**config.mk**
```make
export PLATFORM = sky130hd
export DESIGN_NAME = acs_cmd_status
export DESIGN_NICKNAME = d
export VERILOG_FILES = /design/src/inc/acs_pkg.sv /design/src/rtl/acs_nv_store.sv /design/src/rtl/acs_cmd_status.sv
export SDC_FILE = /design/constraint.sdc
export NUM_CORES = 1
export LEC_CHECK = 0
export BUFFER_PORTS_ARGS = -buffer_cell sky130_fd_sc_hd__buf_4
export CAP_MARGIN = 0
export CORE_MARGIN = 2
export CORE_UTILIZATION = 35
export DETAILED_ROUTE_END_ITERATION = 8
export PLACE_DENSITY = 0.61
export SLEW_MARGIN = 40
export SYNTH_ARGS = -nofsm -noshare
export SYNTH_HDL_FRONTEND = slang
export SYNTH_SLANG_ARGS = --single-unit
```
**constraint.sdc**
```tcl
create_clock -name sys_clk -period 6.3 [get_ports sys_clk]
set_clock_uncertainty 0.05 [all_clocks]
set_input_delay 0.945 -clock sys_clk [delete_from_list [all_inputs] [get_ports sys_clk]]
set_output_delay 0.945 -clock sys_clk [all_outputs]
set_load 0.01 [all_outputs]
```
**src/inc/acs_pkg.sv**
```systemverilog
package acs_pkg;

	// Timing
	localparam int CLK_MHZ = 125;
	localparam int US_PER_MS = 1000;
	localparam int SETTLE_MS = 3000;
	localparam int AUTOZERO_MS = 10;
	localparam int SAVE_MS = 48;
	localparam int CAPTURE_US = 120;
	localparam int OFFSET_US = 110;
	localparam int GAIN_US = 135;
	localparam int MS_TICK_CYC = US_PER_MS * CLK_MHZ;
	localparam int CAPTURE_CYC = CAPTURE_US * CLK_MHZ;
	localparam int OFFSET_CYC = OFFSET_US * CLK_MHZ;
	localparam int GAIN_CYC = GAIN_US * CLK_MHZ;
	localparam int CNT_W = 18;
	localparam int MS_W = 12;

	// Bus map
	localparam int BYTE_W = 8;
	localparam int PIN_W = 4 + 2 + BYTE_W;
	localparam logic [PIN_W-1:0] PIN_IDLE = 14'h3c00;
	localparam logic [1:0] ADDR_OPCODE = 2'h0;
	localparam logic [1:0] ADDR_OPERAND = 2'h1;
	localparam logic [1:0] ADDR_STATUS = 2'h0;
	localparam logic [1:0] ADDR_RES_LO = 2'h1;
	localparam logic [1:0] ADDR_RES_MID = 2'h2;
	localparam logic [1:0] ADDR_RES_HI = 2'h3;
	localparam logic [BYTE_W-1:0] OPERAND_RST = 8'h00;

	// Opcodes
	localparam logic [BYTE_W-1:0] OP_CONV_DEF = 8'h00;
	localparam logic [BYTE_W-1:0] OP_CONV_ADJ = 8'h01;
	localparam logic [BYTE_W-1:0] OP_CAPTURE = 8'h02;
	localparam logic [BYTE_W-1:0] OP_OFS_UP = 8'h03;
	localparam logic [BYTE_W-1:0] OP_OFS_DN = 8'h04;
	localparam logic [BYTE_W-1:0] OP_GAIN_UP = 8'h05;
	localparam logic [BYTE_W-1:0] OP_GAIN_DN = 8'h06;
	localparam logic [BYTE_W-1:0] OP_SAVE = 8'h07;
	localparam logic [BYTE_W-1:0] UNLOCK_KEY = 8'ha5;

	// Result and calibration
	localparam int RES_W = 24;
	localparam int OFS_W = 18;
	localparam int GAIN_W = 12;
	localparam logic [RES_W-1:0] ZERO_CODE = 24'h400000;
	localparam logic [RES_W-1:0] OVL_CODE = 24'hffffff;
	localparam logic [RES_W-1:0] RES_RST = 24'h000000;
	localparam logic signed [OFS_W-1:0] OFS_HI = 18'sh08000;
	localparam logic signed [OFS_W-1:0] OFS_LO = 18'sh38000;
	localparam logic signed [RES_W:0] CAP_HI = 25'sh0008000;
	localparam logic signed [RES_W:0] CAP_LO = 25'sh1ff8000;
	localparam logic [GAIN_W-1:0] GAIN_TOP = 12'hfff;
	localparam logic [GAIN_W-1:0] GAIN_BOT = 12'h000;
	localparam logic [GAIN_W-1:0] NV_GAIN_INIT = 12'h800;
	localparam logic signed [OFS_W-1:0] NV_OFS_INIT = 18'sh00000;

	typedef enum logic [2:0] {
		ST_IDLE,
		ST_CONV,
		ST_AZ,
		ST_RUN,
		ST_SAVE
	} acs_state_t;

endpackage

```
**src/rtl/acs_nv_store.sv**
```systemverilog
`timescale 1ns/1ns
module acs_nv_store
	import acs_pkg::*;
(
	input wire logic sys_clk, // System clock
	input wire logic rst, // Sync reset
	input wire logic wr_en, // Store request
	input wire logic [GAIN_W-1:0] wr_gain, // Gain to store
	input wire logic signed [OFS_W-1:0] wr_ofs, // Offset to store
	output logic [GAIN_W-1:0] rd_gain, // Stored gain
	output logic signed [OFS_W-1:0] rd_ofs // Stored offset
);

	logic [GAIN_W-1:0] gain_r;
	logic signed [OFS_W-1:0] ofs_r;

	// Stands in for the nonvolatile cells
	always_ff @(posedge sys_clk) begin
		if (rst) begin
			gain_r <= NV_GAIN_INIT;
			ofs_r <= NV_OFS_INIT;
		end else if (wr_en) begin
			gain_r <= wr_gain;
			ofs_r <= wr_ofs;
		end
	end

	always_ff @(posedge sys_clk) begin
		if (rst) begin
			rd_gain <= NV_GAIN_INIT;
			rd_ofs <= NV_OFS_INIT;
		end else begin
			rd_gain <= gain_r;
			rd_ofs <= ofs_r;
		end
	end

endmodule

```
**src/rtl/acs_cmd_status.sv**
```systemverilog
`timescale 1ns/1ns
module acs_cmd_status
	import acs_pkg::*;
#(
	parameter int MS_TICK = MS_TICK_CYC,
	parameter int CAPTURE_CYCLES = CAPTURE_CYC,
	parameter int OFFSET_CYCLES = OFFSET_CYC,
	parameter int GAIN_CYCLES = GAIN_CYC
) (
	input wire logic sys_clk, // System clock
	input wire logic rst, // Sync reset, active high
	input wire logic cs_n, // Chip select pin
	input wire logic rd_n, // Read strobe pin
	input wire logic wr_n, // Write strobe pin
	input wire logic [1:0] addr, // Address pins
	input wire logic [BYTE_W-1:0] data_in, // Data pins, input side
	output logic [BYTE_W-1:0] data_out, // Data pins, output side
	output logic data_oe_n, // Low while driving data
	input wire logic conv_trigger_n, // External convert pin
	output logic busy_pin, // Busy pin
	output logic conv_start, // Start pulse to integrator
	output logic conv_adjusted, // Conversion uses adjusted cal
	output logic [GAIN_W-1:0] conv_gain, // Gain for integrator
	input wire logic conv_done, // Integrator finished
	input wire logic conv_overload, // Integrator saw overload
	input wire logic [RES_W-1:0] conv_raw // Raw result
);

	logic [PIN_W-1:0] pins_m_r;
	logic [PIN_W-1:0] pins_s_r;
	logic cs_s, rd_s, wr_s, trig_s;
	logic [1:0] addr_s;
	logic [BYTE_W-1:0] din_s;
	logic wr_d_r, trig_d_r;
	logic wr_rise, op_wr, par_wr, take, ext_start, conv_go;
	logic is_conv_op, is_cal_op, bad_op, key_ok, nv_we;
	logic fault_cond, over_cond, busy_end;
	acs_state_t st_r;
	logic [CNT_W-1:0] cnt_r, run_len, tick_div_r;
	logic [MS_W-1:0] ms_cnt_r, settle_ms_r;
	logic ms_tick;
	logic busy_r, conv_r, ready_r, adj_r;
	logic changed_r, over_r, fault_r, settle_r, chg_pend_r;
	logic [BYTE_W-1:0] operand_r, rd_data_r;
	logic [GAIN_W-1:0] gain_r, nv_gain, conv_gain_r;
	logic signed [OFS_W-1:0] ofs_r, nv_ofs, ofs_step, ofs_up, ofs_dn;
	logic [GAIN_W:0] gain_op, gain_up;
	logic gain_up_hit, gain_dn_hit, ofs_up_hit, ofs_dn_hit;
	logic signed [RES_W:0] cap_val;
	logic cap_ok, init_load_r, conv_start_r;
	logic [RES_W-1:0] result_r, raw_last_r, res_adj, res_def;
	logic [BYTE_W-1:0] status;

	// Pin synchronisers
	always_ff @(posedge sys_clk) begin
		if (rst) begin
			pins_m_r <= PIN_IDLE;
			pins_s_r <= PIN_IDLE;
		end else begin
			pins_m_r <= {cs_n, rd_n, wr_n, conv_trigger_n, addr, data_in};
			pins_s_r <= pins_m_r;
		end
	end
	assign {cs_s, rd_s, wr_s, trig_s, addr_s, din_s} = pins_s_r;

	always_ff @(posedge sys_clk) begin
		if (rst) begin
			wr_d_r <= 1'b1;
			trig_d_r <= 1'b1;
		end else begin
			wr_d_r <= wr_s;
			trig_d_r <= trig_s;
		end
	end

	// Write taken at rising edge of the strobe
	assign wr_rise = wr_s & ~wr_d_r & ~cs_s;
	assign op_wr = wr_rise & (addr_s == ADDR_OPCODE);
	assign par_wr = wr_rise & (addr_s == ADDR_OPERAND);
	assign take = op_wr & ~busy_r;
	assign ext_start = ~trig_s & trig_d_r & ~busy_r & ~settle_r;
	assign is_conv_op = (din_s == OP_CONV_DEF) | (din_s == OP_CONV_ADJ);
	assign is_cal_op = (din_s >= OP_CAPTURE) & (din_s <= OP_SAVE);
	assign bad_op = din_s > OP_SAVE;
	assign key_ok = operand_r == UNLOCK_KEY;
	assign conv_go = ext_start | (take & is_conv_op & ~settle_r);
	assign nv_we = take & (din_s == OP_SAVE) & key_ok;

	// Calibration arithmetic
	assign ofs_step = $signed({{(OFS_W-BYTE_W){1'b0}}, operand_r});
	assign ofs_up = ofs_r + ofs_step;
	assign ofs_dn = ofs_r - ofs_step;
	assign ofs_up_hit = ofs_up >= OFS_HI;
	assign ofs_dn_hit = ofs_dn <= OFS_LO;
	assign gain_op = {{(GAIN_W+1-BYTE_W){1'b0}}, operand_r};
	assign gain_up = {1'b0, gain_r} + gain_op;
	assign gain_up_hit = gain_up >= {1'b0, GAIN_TOP};
	assign gain_dn_hit = gain_op >= {1'b0, gain_r};
	assign cap_val = $signed({1'b0, raw_last_r}) - $signed({1'b0, ZERO_CODE});
	assign cap_ok = (cap_val <= CAP_HI) & (cap_val >= CAP_LO);

	always_comb begin
		fault_cond = 1'b0;
		over_cond = 1'b0;
		case (din_s)
			OP_CAPTURE: begin
				fault_cond = ~cap_ok;
				over_cond = ~cap_ok;
			end
			OP_OFS_UP: over_cond = ofs_up_hit;
			OP_OFS_DN: over_cond = ofs_dn_hit;
			OP_GAIN_UP: over_cond = gain_up_hit;
			OP_GAIN_DN: over_cond = gain_dn_hit;
			OP_SAVE: fault_cond = ~key_ok;
			default: fault_cond = bad_op;
		endcase
	end

	always_comb begin
		case (din_s)
			OP_CAPTURE: run_len = CNT_W'(CAPTURE_CYCLES - 1);
			OP_OFS_UP, OP_OFS_DN: run_len = CNT_W'(OFFSET_CYCLES - 1);
			OP_GAIN_UP, OP_GAIN_DN: run_len = CNT_W'(GAIN_CYCLES - 1);
			default: run_len = '0;
		endcase
	end

	// Millisecond tick
	always_ff @(posedge sys_clk) begin
		if (rst || ms_tick) begin
			tick_div_r <= '0;
		end else begin
			tick_div_r <= tick_div_r + 1'b1;
		end
	end
	assign ms_tick = tick_div_r == CNT_W'(MS_TICK - 1);

	// Warm-up settle window
	always_ff @(posedge sys_clk) begin
		if (rst) begin
			settle_r <= 1'b1;
			settle_ms_r <= '0;
		end else if (settle_r && ms_tick) begin
			settle_ms_r <= settle_ms_r + 1'b1;
			if (settle_ms_r == MS_W'(SETTLE_MS - 1)) begin
				settle_r <= 1'b0;
			end
		end
	end

	assign busy_end = ((st_r == ST_RUN) && (cnt_r == '0))
		|| ((st_r == ST_AZ) && ms_tick
		&& (ms_cnt_r == MS_W'(AUTOZERO_MS - 1)))
		|| ((st_r == ST_SAVE) && ms_tick
		&& (ms_cnt_r == MS_W'(SAVE_MS - 1)));

	// Routine sequencer
	always_ff @(posedge sys_clk) begin
		if (rst) begin
			st_r <= ST_IDLE;
			cnt_r <= '0;
			ms_cnt_r <= '0;
		end else begin
			case (st_r)
				ST_IDLE: begin
					ms_cnt_r <= '0;
					if (conv_go) begin
						st_r <= ST_CONV;
					end else if (take && nv_we) begin
						st_r <= ST_SAVE;
					end else if (take) begin
						st_r <= ST_RUN;
						cnt_r <= (fault_cond || is_conv_op) ? '0 : run_len;
					end
				end
				ST_CONV: begin
					if (conv_done) begin
						st_r <= ST_AZ;
					end
				end
				ST_AZ, ST_SAVE: begin
					if (busy_end) begin
						st_r <= ST_IDLE;
					end else if (ms_tick) begin
						ms_cnt_r <= ms_cnt_r + 1'b1;
					end
				end
				ST_RUN: begin
					if (busy_end) begin
						st_r <= ST_IDLE;
					end else begin
						cnt_r <= cnt_r - 1'b1;
					end
				end
				default: st_r <= ST_IDLE;
			endcase
		end
	end

	// Status flags; later assignments win, so conv_done beats conv_go, conv_go beats take, take beats busy_end
	always_ff @(posedge sys_clk) begin
		if (rst) begin
			busy_r <= 1'b0;
			conv_r <= 1'b0;
			ready_r <= 1'b0;
			adj_r <= 1'b0;
			changed_r <= 1'b0;
			over_r <= 1'b0;
			fault_r <= 1'b0;
			chg_pend_r <= 1'b0;
		end else begin
			if (busy_end) begin
				busy_r <= 1'b0;
				ready_r <= 1'b0;
				chg_pend_r <= 1'b0;
				// Trigger conversions must not clear a pending change flag; conv_go clears chg_pend_r set by a same-cycle calibration opcode
				if (chg_pend_r) begin
					changed_r <= 1'b1;
				end
			end
			if (take) begin
				busy_r <= 1'b1;
				conv_r <= 1'b0;
				ready_r <= 1'b0;
				adj_r <= 1'b0;
				changed_r <= 1'b0;
				over_r <= over_cond;
				fault_r <= fault_cond;
				chg_pend_r <= is_cal_op & ~fault_cond;
			end
			if (conv_go) begin
				busy_r <= 1'b1;
				conv_r <= 1'b1;
				ready_r <= 1'b0;
				adj_r <= ext_start | (din_s == OP_CONV_ADJ);
				chg_pend_r <= 1'b0;
			end
			if (st_r == ST_CONV && conv_done) begin
				conv_r <= 1'b0;
				ready_r <= 1'b1;
				if (conv_overload) begin
					over_r <= 1'b1;
				end
			end
		end
	end

	// Operand and adjusted calibration
	always_ff @(posedge sys_clk) begin
		if (rst) begin
			operand_r <= OPERAND_RST;
			gain_r <= NV_GAIN_INIT;
			ofs_r <= NV_OFS_INIT;
			init_load_r <= 1'b1;
		end else begin
			init_load_r <= 1'b0;
			if (init_load_r) begin
				gain_r <= nv_gain;
				ofs_r <= nv_ofs;
			end
			if (par_wr) begin
				operand_r <= din_s;
			end
			if (take) begin
				case (din_s)
					OP_CAPTURE: if (cap_ok) begin
						ofs_r <= $signed(cap_val[OFS_W-1:0]);
					end
					OP_OFS_UP: ofs_r <= ofs_up_hit ? OFS_HI : ofs_up;
					OP_OFS_DN: ofs_r <= ofs_dn_hit ? OFS_LO : ofs_dn;
					OP_GAIN_UP: gain_r <= gain_up_hit ? GAIN_TOP
						: gain_up[GAIN_W-1:0];
					OP_GAIN_DN: gain_r <= gain_dn_hit ? GAIN_BOT
						: gain_r - gain_op[GAIN_W-1:0];
					default: ;
				endcase
			end
		end
	end

	acs_nv_store u_nv (
		.sys_clk(sys_clk),
		.rst(rst),
		.wr_en(nv_we),
		.wr_gain(gain_r),
		.wr_ofs(ofs_r),
		.rd_gain(nv_gain),
		.rd_ofs(nv_ofs)
	);

	// Result latch
	assign res_adj = conv_raw - {{(RES_W-OFS_W){ofs_r[OFS_W-1]}}, ofs_r};
	// Default conversions use the stored nonvolatile offset
	assign res_def = conv_raw - {{(RES_W-OFS_W){nv_ofs[OFS_W-1]}}, nv_ofs};
	always_ff @(posedge sys_clk) begin
		if (rst) begin
			result_r <= RES_RST;
			raw_last_r <= ZERO_CODE;
		end else if (st_r == ST_CONV && conv_done) begin
			raw_last_r <= conv_raw;
			if (conv_overload) begin
				result_r <= OVL_CODE;
			end else begin
				result_r <= adj_r ? res_adj : res_def;
			end
		end
	end

	// Integrator controls
	always_ff @(posedge sys_clk) begin
		if (rst) begin
			conv_start_r <= 1'b0;
			conv_gain_r <= NV_GAIN_INIT;
		end else begin
			conv_start_r <= conv_go;
			if (conv_go) begin
				conv_gain_r <= (ext_start || din_s == OP_CONV_ADJ)
					? gain_r : nv_gain;
			end
		end
	end
	assign conv_start = conv_start_r;
	assign conv_adjusted = adj_r;
	assign conv_gain = conv_gain_r;
	assign busy_pin = busy_r;

	// Read port; reading has no side effect
	assign status = {settle_r, fault_r, over_r, changed_r,
		adj_r, ready_r, conv_r, busy_r};
	always_ff @(posedge sys_clk) begin
		if (rst) begin
			rd_data_r <= '0;
		end else begin
			case (addr_s)
				ADDR_STATUS: rd_data_r <= status;
				ADDR_RES_LO: rd_data_r <= result_r[BYTE_W-1:0];
				ADDR_RES_MID: rd_data_r <= result_r[RES_W-BYTE_W-1:BYTE_W];
				ADDR_RES_HI: rd_data_r <= result_r[RES_W-1:RES_W-BYTE_W];
				default: rd_data_r <= '0;
			endcase
		end
	end
	assign data_out = rd_data_r;
	assign data_oe_n = cs_s | rd_s;

	property p_busy_set;
		@(posedge sys_clk) disable iff (rst)
		take |=> busy_r && busy_pin;
	endproperty
	a_busy_set: assert property (p_busy_set)
		else $error("busy not set after opcode");

	property p_conv_go;
		@(posedge sys_clk) disable iff (rst)
		conv_go |=> conv_r && conv_start ##1 !conv_start;
	endproperty
	a_conv_go: assert property (p_conv_go)
		else $error("conversion start not flagged");

	property p_ready_end;
		@(posedge sys_clk) disable iff (rst)
		(st_r == ST_AZ) && busy_end |=> !ready_r && !busy_r;
	endproperty
	a_ready_end: assert property (p_ready_end)
		else $error("ready not cleared at busy end");

	property p_adj_ext;
		@(posedge sys_clk) disable iff (rst)
		ext_start |=> adj_r && conv_adjusted;
	endproperty
	a_adj_ext: assert property (p_adj_ext)
		else $error("triggered conversion not adjusted");

	property p_changed;
		@(posedge sys_clk) disable iff (rst)
		busy_end && chg_pend_r |=> changed_r;
	endproperty
	a_changed: assert property (p_changed)
		else $error("cal changed flag missing");

	property p_ovl;
		@(posedge sys_clk) disable iff (rst)
		(st_r == ST_CONV) && conv_done && conv_overload
		|=> over_r && (result_r == OVL_CODE);
	endproperty
	a_ovl: assert property (p_ovl)
		else $error("overload not reported");

	property p_ofs_lim;
		@(posedge sys_clk) disable iff (rst)
		(ofs_r <= OFS_HI) && (ofs_r >= OFS_LO);
	endproperty
	a_ofs_lim: assert property (p_ofs_lim)
		else $error("offset left its range");

	property p_cap_bad;
		@(posedge sys_clk) disable iff (rst)
		take && (din_s == OP_CAPTURE) && !cap_ok
		|=> fault_r && over_r && $stable(ofs_r);
	endproperty
	a_cap_bad: assert property (p_cap_bad)
		else $error("bad capture not refused");

	property p_bad_op;
		@(posedge sys_clk) disable iff (rst)
		take && bad_op |=> fault_r && !conv_r ##1 !busy_r;
	endproperty
	a_bad_op: assert property (p_bad_op)
		else $error("illegal opcode not faulted");

	property p_key;
		@(posedge sys_clk) disable iff (rst)
		take && (din_s == OP_SAVE) && !key_ok |-> !nv_we ##1 fault_r;
	endproperty
	a_key: assert property (p_key)
		else $error("save without key accepted");

	property p_settle;
		@(posedge sys_clk) disable iff (rst)
		settle_r |-> !conv_go;
	endproperty
	a_settle: assert property (p_settle)
		else $error("conversion during settle");

	c_conv: cover property (@(posedge sys_clk) disable iff (rst)
		conv_go ##1 conv_r);
	c_ext: cover property (@(posedge sys_clk) disable iff (rst)
		ext_start);
	c_save: cover property (@(posedge sys_clk) disable iff (rst)
		nv_we);

endmodule

```
* Yosys cells after proc, flatten, opt, wreduce, memory -nomap -nowiden
Index checks and enable logic that the tools add are counted.
** Storage, ports and cells
- Flip-flop bits (word level) :: 270
- Input port bits :: 42
- Output and inout bits :: 24
- Logic and storage cells :: 189
** Operators by class
- Add/subtract/negate cells :: 11
- Order comparisons :: 9
- Equality and inequality tests :: 28
- Muxes and demuxes :: 47
- Bitwise logic cells :: 27
- Reductions and logical operators :: 36
** Operator list (number)
- 18-bit two-way mux :: 10
- 12-bit two-way mux :: 7
- 18-bit one-hot mux with 3 select lines :: 1
- 24-bit two-way mux :: 2
- 12-bit one-hot mux with 2 select lines :: 2
- 24-bit subtractor :: 2
- 15-bit one-hot mux with 3 select lines :: 1
- 18-bit one-hot mux with 2 select lines :: 1
- 8-bit by 3-bit == test with 1-bit output, second input constant :: 4
- 8-bit one-hot mux with 4 select lines :: 1
- 25-bit by 16-bit greater-or-equal comparator with 1-bit output, second input constant :: 1
- 25-bit by 17-bit less-or-equal comparator with 1-bit output, second input constant :: 1
- 24-bit by 23-bit subtractor with 25-bit output, second input constant :: 1
- 12-bit by 1-bit adder with 12-bit output, second input constant :: 2
- 18-bit by 1-bit adder with 18-bit output, second input constant :: 1
- 18-bit by 9-bit adder with 18-bit output :: 1
- 18-bit by 17-bit == test with 1-bit output, second input constant :: 1
- 18-bit by 17-bit greater-or-equal comparator with 1-bit output, second input constant :: 1
- 18-bit by 16-bit less-or-equal comparator with 1-bit output, second input constant :: 1
- 18-bit logical NOT :: 1
- 18-bit by 1-bit subtractor with 18-bit output, second input constant :: 1
- 18-bit by 9-bit subtractor with 18-bit output :: 1
- 8-bit by 2-bit == test with 1-bit output, second input constant :: 2
- 1-bit AND :: 15
- 41 further kinds :: 97

* Longest topological paths before layout
Gate-level depths: netlist of run 1.
- Depth after elaboration :: 11
- Gate-level depth with buffers :: 14
- Depth with buffers taken out :: 13

* Cells and area by module
From an unflattened synthesis of run 1, not the netlist that was laid out.
** Unflattened totals
- Cells, all modules :: 1807
- Area total of the unflattened synthesis :: 15305.9 um^2
** By module, submodules not included
- acs_cmd_status :: times used 1, cells an instance 1646, area an instance 13395.3 um^2, seq. area each 4204.0 um^2
- acs_nv_store :: times used 1, cells an instance 161, area an instance 1910.6 um^2, seq. area each 1201.2 um^2

* Worst setup path before layout of run 1
No wires, ideal clock.
- Kind :: reg2reg
- Start point :: register adj_r, in the netlist conv_adjusted
- End point :: register result_r[23]
- Library setup time :: 0.132 ns
- Arrival :: 3.391 ns
- Required time :: 6.118 ns
- Path slack :: 2.727 ns
- Stages on the path, launching flop included :: 14
- Path buffers :: 2
- Clock period less this slack :: 3.573 ns
- Cell sequence :: dfxtp_1 > buf_1 > clkbuf_1 > mux2i_1 > ha_1 > a21o_1 > nand2_1 > a31oi_1 > o311ai_0 > o2111ai_1 > a41oi_1 > o21ai_0 > xnor2_1 > a21oi_1
** Between the ends
- Cells in the longest elaborated chain, start to end :: 2
** Ends and longest elaborated chain
- start: declaration :: RTL line acs_cmd_status.sv:42 : logic busy_r, conv_r, ready_r, adj_r;
- start signal: assignment :: RTL line acs_cmd_status.sv:235 : adj_r <= ext_start | (din_s == OP_CONV_ADJ);
- 24-bit two-way mux :: RTL line acs_cmd_status.sv:304 : result_r <= adj_r ? res_adj : res_def;
- 24-bit two-way mux :: RTL line acs_cmd_status.sv:301 : if (conv_overload) begin
- end signal: assignment :: RTL line acs_cmd_status.sv:304
- end: declaration :: RTL line acs_cmd_status.sv:51 : logic [RES_W-1:0] result_r, raw_last_r, res_adj, res_def;
Every way passes these cells.
A chain may end at the register's enable or synchronous reset.

* Worst setup path in the final report of run 1
- Start point :: register ofs_r[0]
- End point :: register ofs_r[8]
** Between the ends
- Cells in the longest elaborated chain, start to end :: 5
- Elaborated cells on any way between the ends :: 8
- Those cells by class :: add/sub (2); order compare (2); mux (4)
** Ends and longest elaborated chain
- start: declaration :: RTL line acs_cmd_status.sv:46 : logic signed [OFS_W-1:0] ofs_r, nv_ofs, ofs_step, ofs_up, ofs_dn;
- start signal: assignment :: RTL line acs_cmd_status.sv:259 : ofs_r <= nv_ofs;
- start signal: assignment :: RTL line acs_cmd_status.sv:267 : ofs_r <= $signed(cap_val[OFS_W-1:0]);
- start signal: assignment :: RTL line acs_cmd_status.sv:269 : OP_OFS_UP: ofs_r <= ofs_up_hit ? OFS_HI : ofs_up;
- 18-bit by 9-bit subtractor with 18-bit output or 18-bit by 9-bit adder with 18-bit output (tied branches) :: RTL line acs_cmd_status.sv:92, acs_cmd_status.sv:91
- 18-bit by 16-bit less-or-equal comparator with 1-bit output or 18-bit by 17-bit greater-or-equal comparator with 1-bit output (tied branches) :: RTL line acs_cmd_status.sv:94, acs_cmd_status.sv:93
- 18-bit two-way mux (on tied branches) :: RTL line acs_cmd_status.sv:270, acs_cmd_status.sv:269
- 18-bit one-hot mux with 3 select lines * :: RTL line acs_cmd_status.sv:265 : case (din_s)
- 18-bit two-way mux * :: RTL line acs_cmd_status.sv:264 : if (take) begin
Every way passes the cells marked *; elsewhere a longest branch is shown, timed or not.

==> results.md, run 1 <==
### Finish
* **area used by sequential logic in the layout** 5409 um^2
* **area grow syn2layout** 13.29%
* **fraction of final layout cells sized beyond drive strength 1** 10.65%
* **number of antenna cells inserted** 0
* **Layout fillers** 4216
* **area of combinational cells with multiple inputs** 9000 um^2
* **number of nets in the final layout** 1946

### Setup path
* **CP Cell Sequence** inv_1, ha_1, fa_1, nor2b_1, o22ai_1, xnor2_1, nor4b_1, nand4b_1, o311ai_4, a21oi_4, a311o_1, o21a_1
* **highest net fanout along the worst path** 13
* **Largest stage delay, worst path** 0.46 ns
* **Top Family by Delay on Critical Path** compound AO/OA/AOI/OAI gates
* **Worst Path Arrival** 4.39 ns
* **Worst setup EP type** flip-flop
* **number of buffers and inverters on the critical path** 1
* **crit path launch type** flip-flop
* **type of the worst setup path** flip-flop to flip-flop
* **cell type of the slowest stage on the worst timing path** fa_1
* **required time of the critical path** 6.73 ns

### Job
* **Max Cap Viol** 0

### Logic synthesis
* **ys async rst share** 0%
* **Post-synth EDFFs** 0
* **ranking of synthesized cells by area** dfxtp_1 (36%), a21oi_1 (5.8%), ha_1 (5.3%), nand2_1 (5.1%), mux2i_1 (3.7%)
* **count of synthesis-stage warnings from yosys** 0
* **Syn Area/Cell** 8.172 um^2
* **Syn Inst Count** 1838
* **post-synth design cell area** 15020 um^2
* **unique cell type count in the Yosys netlist** 78
* **cell type with the largest total area after synthesis** dfxtp_1
* **Net Count, Synth** 1949
* **share of the synthesized area in the top cell type** 35.99%
* **Main synth FF type** dfxtp_1
* **number of storage elements in the synthesis netlist** 270
* **post-synthesis sequential area ratio** 35.99%

### Placement
* **half-perimeter wire length after placement** 31.09 mm
* **global placement routability congestion** 0.8850
* **Setup Slack @ Placement** 2.406 ns
* **number of port buffers** 65

### Detailed routing
* **number of nets with antenna violations after detailed routing** 0
* **DRC violations left** 0
* **Vias per Instance** 5.622
* **detailed-route via count** 13490
* **routed wire length** 42.83 mm
* **Initial DRC Count** 1082
* **detailed-routing iteration count for the pre-antenna-repair pass** 5
* **WL per Instance** 17.85 um

### Pwr
* **maximum VDD drop** 0.0002536 V
* **cell leakage power** 0.006173 uW
* **pwr/cell area** 224.4 nW/um^2

### CTS
* **clock tree from TritonCTS** done
* **clock tree sinks** 270
* **Inserted Clock Buffers** 31
* **Hold Buf Count CTS** 0
* **root buffer selected by CTS** clkbuf_16
* **clock-pin transition on the worst setup and hold timing paths** 0.06 ns
* **Setup Buffers After CTS** 0
* **Clk Latency, worst-skew pair** 0.59 ns
* **maximum clock path buffer count** 3
* **number of gates resized after cts** 0
* **CTS HTree Levels** 1

### Run status
* **status** completed

### GRT
* **number of antenna violations at the first check in global routing** 0
* **Remaining Overflow, GRT** 0
* **maximum number of pins on one net before global-route repair** 81
* **wire length of the first global-routing pass** 68.61 mm
* **via count of the first global-routing pass** 12630
* **Total Routing Usage GR** 18.86%

### STA
* **post-layout minimum cycle time** 3.960 ns
* **Worst Max-Slew Pin Slew** 0.7493 ns
* **worst-case headroom to the max-slew limit** 49.58%
* **part of the cycle the worst path needs** 62.86%
* **unrepaired setup endpoints after global routing** no
* **timing-limited maximum frequency** 252.5 MHz
* **least setup slack across all paths after layout** 2.340 ns
* **final-report hold violation count** 0
* **total count of max-transition violations in the final report** 0
* **Final setup viols** 0
* **Sum Neg Setup Slack** 0 ns

### Floorplanning
* **Total Die Area** 44590 um^2
* **height of the die** 211.2 um
* **area inside the core boundary** 42130 um^2
* **num ports** 66
* **initial cell density of the core** 35.65%
* **Die X-Extent** 211.2 um
* **Row Count** 75

### Hold path
* **min-delay worst type** flip-flop to flip-flop

flip-flops by register name (all words and copies together) (netlist names), 18 cells and up:
register,count
cnt_r,18
raw_last_r,24
u_nv.rd_ofs,18
ofs_r,18
tick_div_r,18
u_nv.ofs_r,18
result_r,24
cell families (layout without fill, tap and decap cells):
group / Yosys count / count (layout) / synth area share (%)
xor+xnor: 87 / 87 / 5.198
fa+ha+maj: 70 / 70 / 6.064
mux: 72 / 72 / 5.539
simple gates: 674 / 674 / 22.13
buf+inv: 176 / 198 / 4.531
compound gates: 489 / 489 / 20.55
flops: 270 / 270 / 35.98
cell usage in the layout, fill, tap and decap left out, types with 23 or more instances in the layout:
| cell | n |
|---|---|
| a211oi_1 | 36 |
| a21oi_1 | 172 |
| buf_4 | 80 |
| clkbuf_16 | 31 |
| dfxtp_1 | 269 |
| ha_1 | 64 |
| inv_1 | 58 |
| mux2i_1 | 54 |
| nand2_1 | 206 |
| nand2b_1 | 23 |
| nand3_1 | 53 |
| nand4_1 | 24 |
| nor2_1 | 136 |
| nor2b_1 | 60 |
| nor3_1 | 40 |
| o21ai_0 | 106 |
| xnor2_1 | 47 |
| xor2_1 | 38 |
layer usage:
layer  track usage (%)  part of all wire (%)  vias up
li1                  -                     -     6571
met3             2.379                   5.5       84
met2             30.42                    46      403
met1             26.37                    46     6428
met5                 0                     0        -
met4             5.440                   2.7        0
stage by stage:
stage	std cells	cell area [um^2]	total power (uW)	hold WS (ns)	utilization [%]
final	2399	17020	3818	0.3668	40.39
after floorplan	1838	15020	1881	0.3395	-
after global routing	2399	17020	3949	0.3791	40.39
after global placement	2341	15890	1946	0.3497	37.70
after detailed placement	2341	15900	1946	0.3474	37.73
after CTS	2399	16990	3866	0.3728	40.33
cells in the mapped netlist (all sizes together), types with 5 or more instances:
cell	n
a21o	16
ha	64
xor2	38
o22ai	9
nor4b	6
nand2	206
nor2b	60
o21bai	9
and3	14
buf	12
a221oi	16
inv	58
a31oi	18
a22oi	8
nor2	138
o22a	6
nand4	24
or3	22
and2	18
nor4	19
o21ai	107
a21oi	174
mux4	8
xnor2	49
or4	9
a311oi	7
dfxtp	270
o31ai	14
o21a	9
clkbuf	106
o211ai	12
nor3	41
or2	20
mux2	9
nand3	53
nand2b	23
mux2i	55
fa	5
a211oi	36
layout make-up:
class	count	area share, %
multi-input cells	1392	52.89
repair buffers	82	3.661
flip-flops and latches	270	31.78
well taps	539	3.963
clock buffers	32	4.581
clock inverters	26	1.845
inverters	58	1.279
worst paths after layout:
| path | slack [ns] | from | cells after the start | endpoint |
|---|---|---|---|---|
| setup / recovery | 2.34 | ofs_r[0]$_SDFF_PP0_ | 12 | ofs_r[8]$_SDFF_PP0_ |
| hold / removal | 0.37 | pins_m_r[11]$_SDFF_PP1_ | 1 | pins_s_r[11]$_SDFF_PP1_ |
| setup reg to reg | 2.34 | ofs_r[0]$_SDFF_PP0_ | 12 | ofs_r[8]$_SDFF_PP0_ |
| hold reg to reg | 0.37 | pins_m_r[11]$_SDFF_PP1_ | 1 | pins_s_r[11]$_SDFF_PP1_ |
power breakdown:
part | total (uW) | internal [uW] | switching, uW | leakage [uW]
sequential | 1740 | 1720 | 16.7 | 0.00218
combinational | 174 | 70.7 | 103 | 0.00346
clock | 1910 | 1120 | 785 | 0.000526
total | 3820 | 2910 | 905 | 0.00617
Power figures use the tool's default switching activity.
==> inputs of run 2 (changes only) <==
- ABC_AREA: not set -> 1
- PLACE_DENSITY: 0.61 -> 0.63
- clock period: 6.3 -> 3.5 ns (I/O delays scaled with it)
==> run 2 against run 1 <==
Net effect:
- core utilization fell by 0.21 points
- global-route usage rose by 0.33 points
- setup slack got worse by 2.0 ns
- wire length up 6.2%
- non-clock buffer count grew 12
- die area is 4.5% higher
- flip-flop and latch count is the same
- synthesized cell count grew 28%
- total power is 140% higher
- cell count increased by 25%
- fmax rose by 24%
- register-to-register slack got worse by 2.0 ns
- critical path type unchanged
- critical endpoint is now result_r[16]$_SDFFE_PP0P_
- highest routed layer is now met5
==> results.md, run 2 <==
### CTS
* **clock tree sinks** 270, unchanged
* **clock tree from TritonCTS** done, unchanged
* **Inserted Clock Buffers** 31, unchanged
* **Clk Latency, worst-skew pair** 0.59 ns, about the same
* **Setup Buffers After CTS** 0, unchanged
* **maximum clock path buffer count** 3, unchanged
* **clock-pin transition on the worst setup and hold timing paths** 0.06 ns, about the same
* **root buffer selected by CTS** clkbuf_16, unchanged
* **number of gates resized after cts** 0, unchanged
* **Hold Buf Count CTS** 0, unchanged
* **CTS HTree Levels** 1, unchanged

### STA
* **Sum Neg Setup Slack** 0 ns, unchanged
* **part of the cycle the worst path needs** 91.02%, was 62.86%
* **Final setup viols** 0, unchanged
* **worst hold slack** 0.06557 ns, was 0.3668 ns
* **Worst Max-Slew Pin Slew** 0.6940 ns, was 0.7493 ns
* **post-layout minimum cycle time** 3.186 ns, was 3.960 ns
* **final-report hold violation count** 0, unchanged
* **timing-limited maximum frequency** 313.9 MHz, was 252.5 MHz
* **worst-case headroom to the max-slew limit** 53.74%, was 49.58%
* **unrepaired setup endpoints after global routing** no, unchanged
* **total count of max-transition violations in the final report** 0, unchanged

### Detailed routing
* **number of nets with antenna violations after detailed routing** 0, unchanged
* **detailed-route via count** 15210, was 13490
* **WL per Instance** 15.15 um, was 17.85 um
* **Initial DRC Count** 1261, was 1082
* **Vias per Instance** 5.064, was 5.622
* **routed wire length** 45.51 mm, was 42.83 mm
* **DRC violations left** 0, unchanged
* **detailed-routing iteration count for the pre-antenna-repair pass** 5, unchanged

### Floorplanning
* **height of the die** 215.8 um, was 211.2 um
* **area inside the core boundary** 44220 um^2, was 42130 um^2
* **Total Die Area** 46580 um^2, was 44590 um^2
* **initial cell density of the core** 35.51%, was 35.65%
* **Die X-Extent** 215.8 um, was 211.2 um
* **Row Count** 77, was 75
* **num ports** 66, unchanged

### Logic synthesis
* **post-synth design cell area** 15700 um^2, was 15020 um^2
* **most numerous cell types in the synthesized netlist** nand2_1 (451), inv_1 (345), nor2_1 (273), was dfxtp_1 (270), nand2_1 (206), a21oi_1 (173)
* **Net Count, Synth** 2466, was 1949
* **ranking of synthesized cells by area** dfxtp_1 (34%), nand2_1 (11%), inv_1 (8.2%), o21ai_0 (6.6%), nor2_1 (6.5%), was dfxtp_1 (36%), a21oi_1 (5.8%), ha_1 (5.3%), nand2_1 (5.1%), mux2i_1 (3.7%)
* **most repeated cell in the gate-level netlist after synthesis** nand2_1, was dfxtp_1
* **Syn Inst Count** 2355, was 1838
* **Syn Area/Cell** 6.668 um^2, was 8.172 um^2
* **number of storage elements in the synthesis netlist** 270, unchanged
* **count of synthesis-stage warnings from yosys** 0, unchanged
* **ys async rst share** 0%, unchanged
* **unique cell type count in the Yosys netlist** 60, was 78
* **post-synthesis sequential area ratio** 34.42%, was 35.99%
* **cell type with the largest total area after synthesis** dfxtp_1, unchanged
* **share of the synthesized area in the top cell type** 34.42%, was 35.99%
* **Post-synth EDFFs** 0, unchanged
* **Main synth FF type** dfxtp_1, unchanged

### Placement
* **instance area after placement** 16750 um^2, was 15900 um^2
* **number of instances in the placed design** 2945, was 2341
* **number of port buffers** 65, unchanged
* **global placement routability congestion** 0.9038, was 0.8850
* **half-perimeter wire length after placement** 34.70 mm, was 31.09 mm

### Setup path
* **required time of the critical path** 3.92 ns, was 6.73 ns
* **CP Cell Sequence** inv_2, nand2_1, o21ai_0, ha_1, nand2_1, nor4_1, a21oi_1, o21ai_1, inv_1, o21ai_0, xor2_1, o21ai_0, inv_1, was inv_1, ha_1, fa_1, nor2b_1, o22ai_1, xnor2_1, nor4b_1, nand4b_1, o311ai_4, a21oi_4, a311o_1, o21a_1
* **Largest stage delay, worst path** 0.59 ns, was 0.46 ns
* **Critical Path Most Common Cell** o21ai_0
* **Worst setup EP type** flip-flop, unchanged
* **cell type of the slowest stage on the worst timing path** dfxtp_1, was fa_1
* **Worst Path Arrival** 3.61 ns, was 4.39 ns
* **type of the worst setup path** flip-flop to flip-flop, unchanged
* **crit path launch type** flip-flop, unchanged
* **highest net fanout along the worst path** 8, was 13

### Finish
* **most frequent cells in the layout** nand2_1 (451), inv_1 (344), nor2_1 (273), was dfxtp_1 (269), nand2_1 (206), a21oi_1 (172)
* **fraction of final layout cells sized beyond drive strength 1** 8.544%, was 10.65%
* **registers with the most flip-flops** raw_last_r: 24 flops, result_r: 24 flops, unchanged
* **number of nets in the final layout** 2497, was 1946
* **area of combinational cells with multiple inputs** 8538 um^2, was 9000 um^2
* **number of antenna cells inserted** 0, unchanged
* **area grow syn2layout** 13.15%, was 13.29%
* **final cell area excluding filler cells** 17770 um^2, was 17020 um^2
* **Layout fillers** 4657, was 4216
* **area used by sequential logic in the layout** 5406 um^2, was 5409 um^2
* **most common cell after layout, fill and taps aside** nand2_1, was dfxtp_1
* **Post-Layout Cell Count** 3003, was 2399

### Job
* **Max Cap Viol** 0, unchanged

### Pwr
* **pwr/cell area** 509.2 nW/um^2, was 224.4 nW/um^2
* **cell leakage power** 0.007820 uW, was 0.006173 uW
* **maximum VDD drop** 0.0003914 V, was 0.0002536 V

### GRT
* **Total Routing Usage GR** 19.19%, was 18.86%
* **number of antenna violations at the first check in global routing** 1, was 0
* **via count of the first global-routing pass** 14410, was 12630
* **wire length of the first global-routing pass** 74.41 mm, was 68.61 mm
* **Remaining Overflow, GRT** 0, unchanged
* **maximum number of pins on one net before global-route repair** 120, was 81

### Run status
* **status** completed, unchanged

### Hold path
* **min-delay worst type** input port to flip-flop, was flip-flop to flip-flop

[run 2: cell families after synthesis]
kind of cell    share of synthesized area (%)
compound gates                          17.96
xor+xnor                                2.892
fa+ha+maj                               5.737
buf+inv                                 11.25
flops                                   34.42
simple gates                            27.74
[run 2: worst max-delay path: cells and delay by family, from the launching register on]
| kind | cells | cell delay [ns] |
|---|---|---|
| AOI/OAI and AO/OA | 5 | 0.97 |
| DFF | 1 | 0.59 |
| adders and majority gates | 1 | 0.39 |
| buffers and inverters | 3 | 0.28 |
| and+or+nand+nor | 3 | 0.68 |
| xor gates and xnor gates | 1 | 0.13 |
[run 2: cell type report]
type	count	share of cell area, %
multi-input cells	1634	48.05
flip-flops and latches	270	30.43
inverters	355	7.499
clock buffers	39	4.817
well taps	592	4.169
repair buffers	94	4.112
clock inverters	19	0.9225
[run 2: worst paths after layout]
kind         slack [ns]  cells after the start                    from                   endpoint
max                0.31                     13     ofs_r[8]$_SDFF_PP0_  result_r[16]$_SDFFE_PP0P_
min                0.07                      2                    rd_n    pins_m_r[12]$_SDFF_PP1_
max reg2reg        0.31                     13     ofs_r[8]$_SDFF_PP0_  result_r[16]$_SDFFE_PP0P_
min reg2reg        0.35                      2  pins_m_r[5]$_SDFF_PP0_     pins_s_r[5]$_SDFF_PP0_
[run 2: power breakdown]
| part | total, uW | internal, uW | switching, uW | leakage, uW |
|---|---|---|---|---|
| combinational | 2300 | 725 | 1580 | 0.00514 |
| clock | 3220 | 1820 | 1390 | 0.000492 |
| sequential | 3530 | 3320 | 214 | 0.00219 |
| total | 9050 | 5870 | 3180 | 0.00782 |
[run 2: routing by layer]
| layer | vias up | GRT usage, % | wire [um] |
|---|---|---|---|
| met4 | 2 | 3.655 | 729 |
| li1 | 7720 | - | - |
| met1 | 7033 | 26.49 | 21300 |
| met3 | 54 | 2.579 | 2491 |
| met5 | - | 0 | 13 |
| met2 | 397 | 32.07 | 20970 |
[run 2: through the flow]
| step | util [%] | worst slack (ns) | total power (uW) |
|---|---|---|---|
| 3_5_place_dp | 37.87 | 0.4419 | 5853 |
| 2_1_floorplan | - | 0.4928 | 5246 |
| 5_1_grt | 40.18 | 0.02790 | 9588 |
| 6_report | 40.18 | 0.3144 | 9047 |
| 4_1_cts | 40.18 | 0.4234 | 9092 |
| 3_3_place_gp | 37.87 | 0.4344 | 5809 |
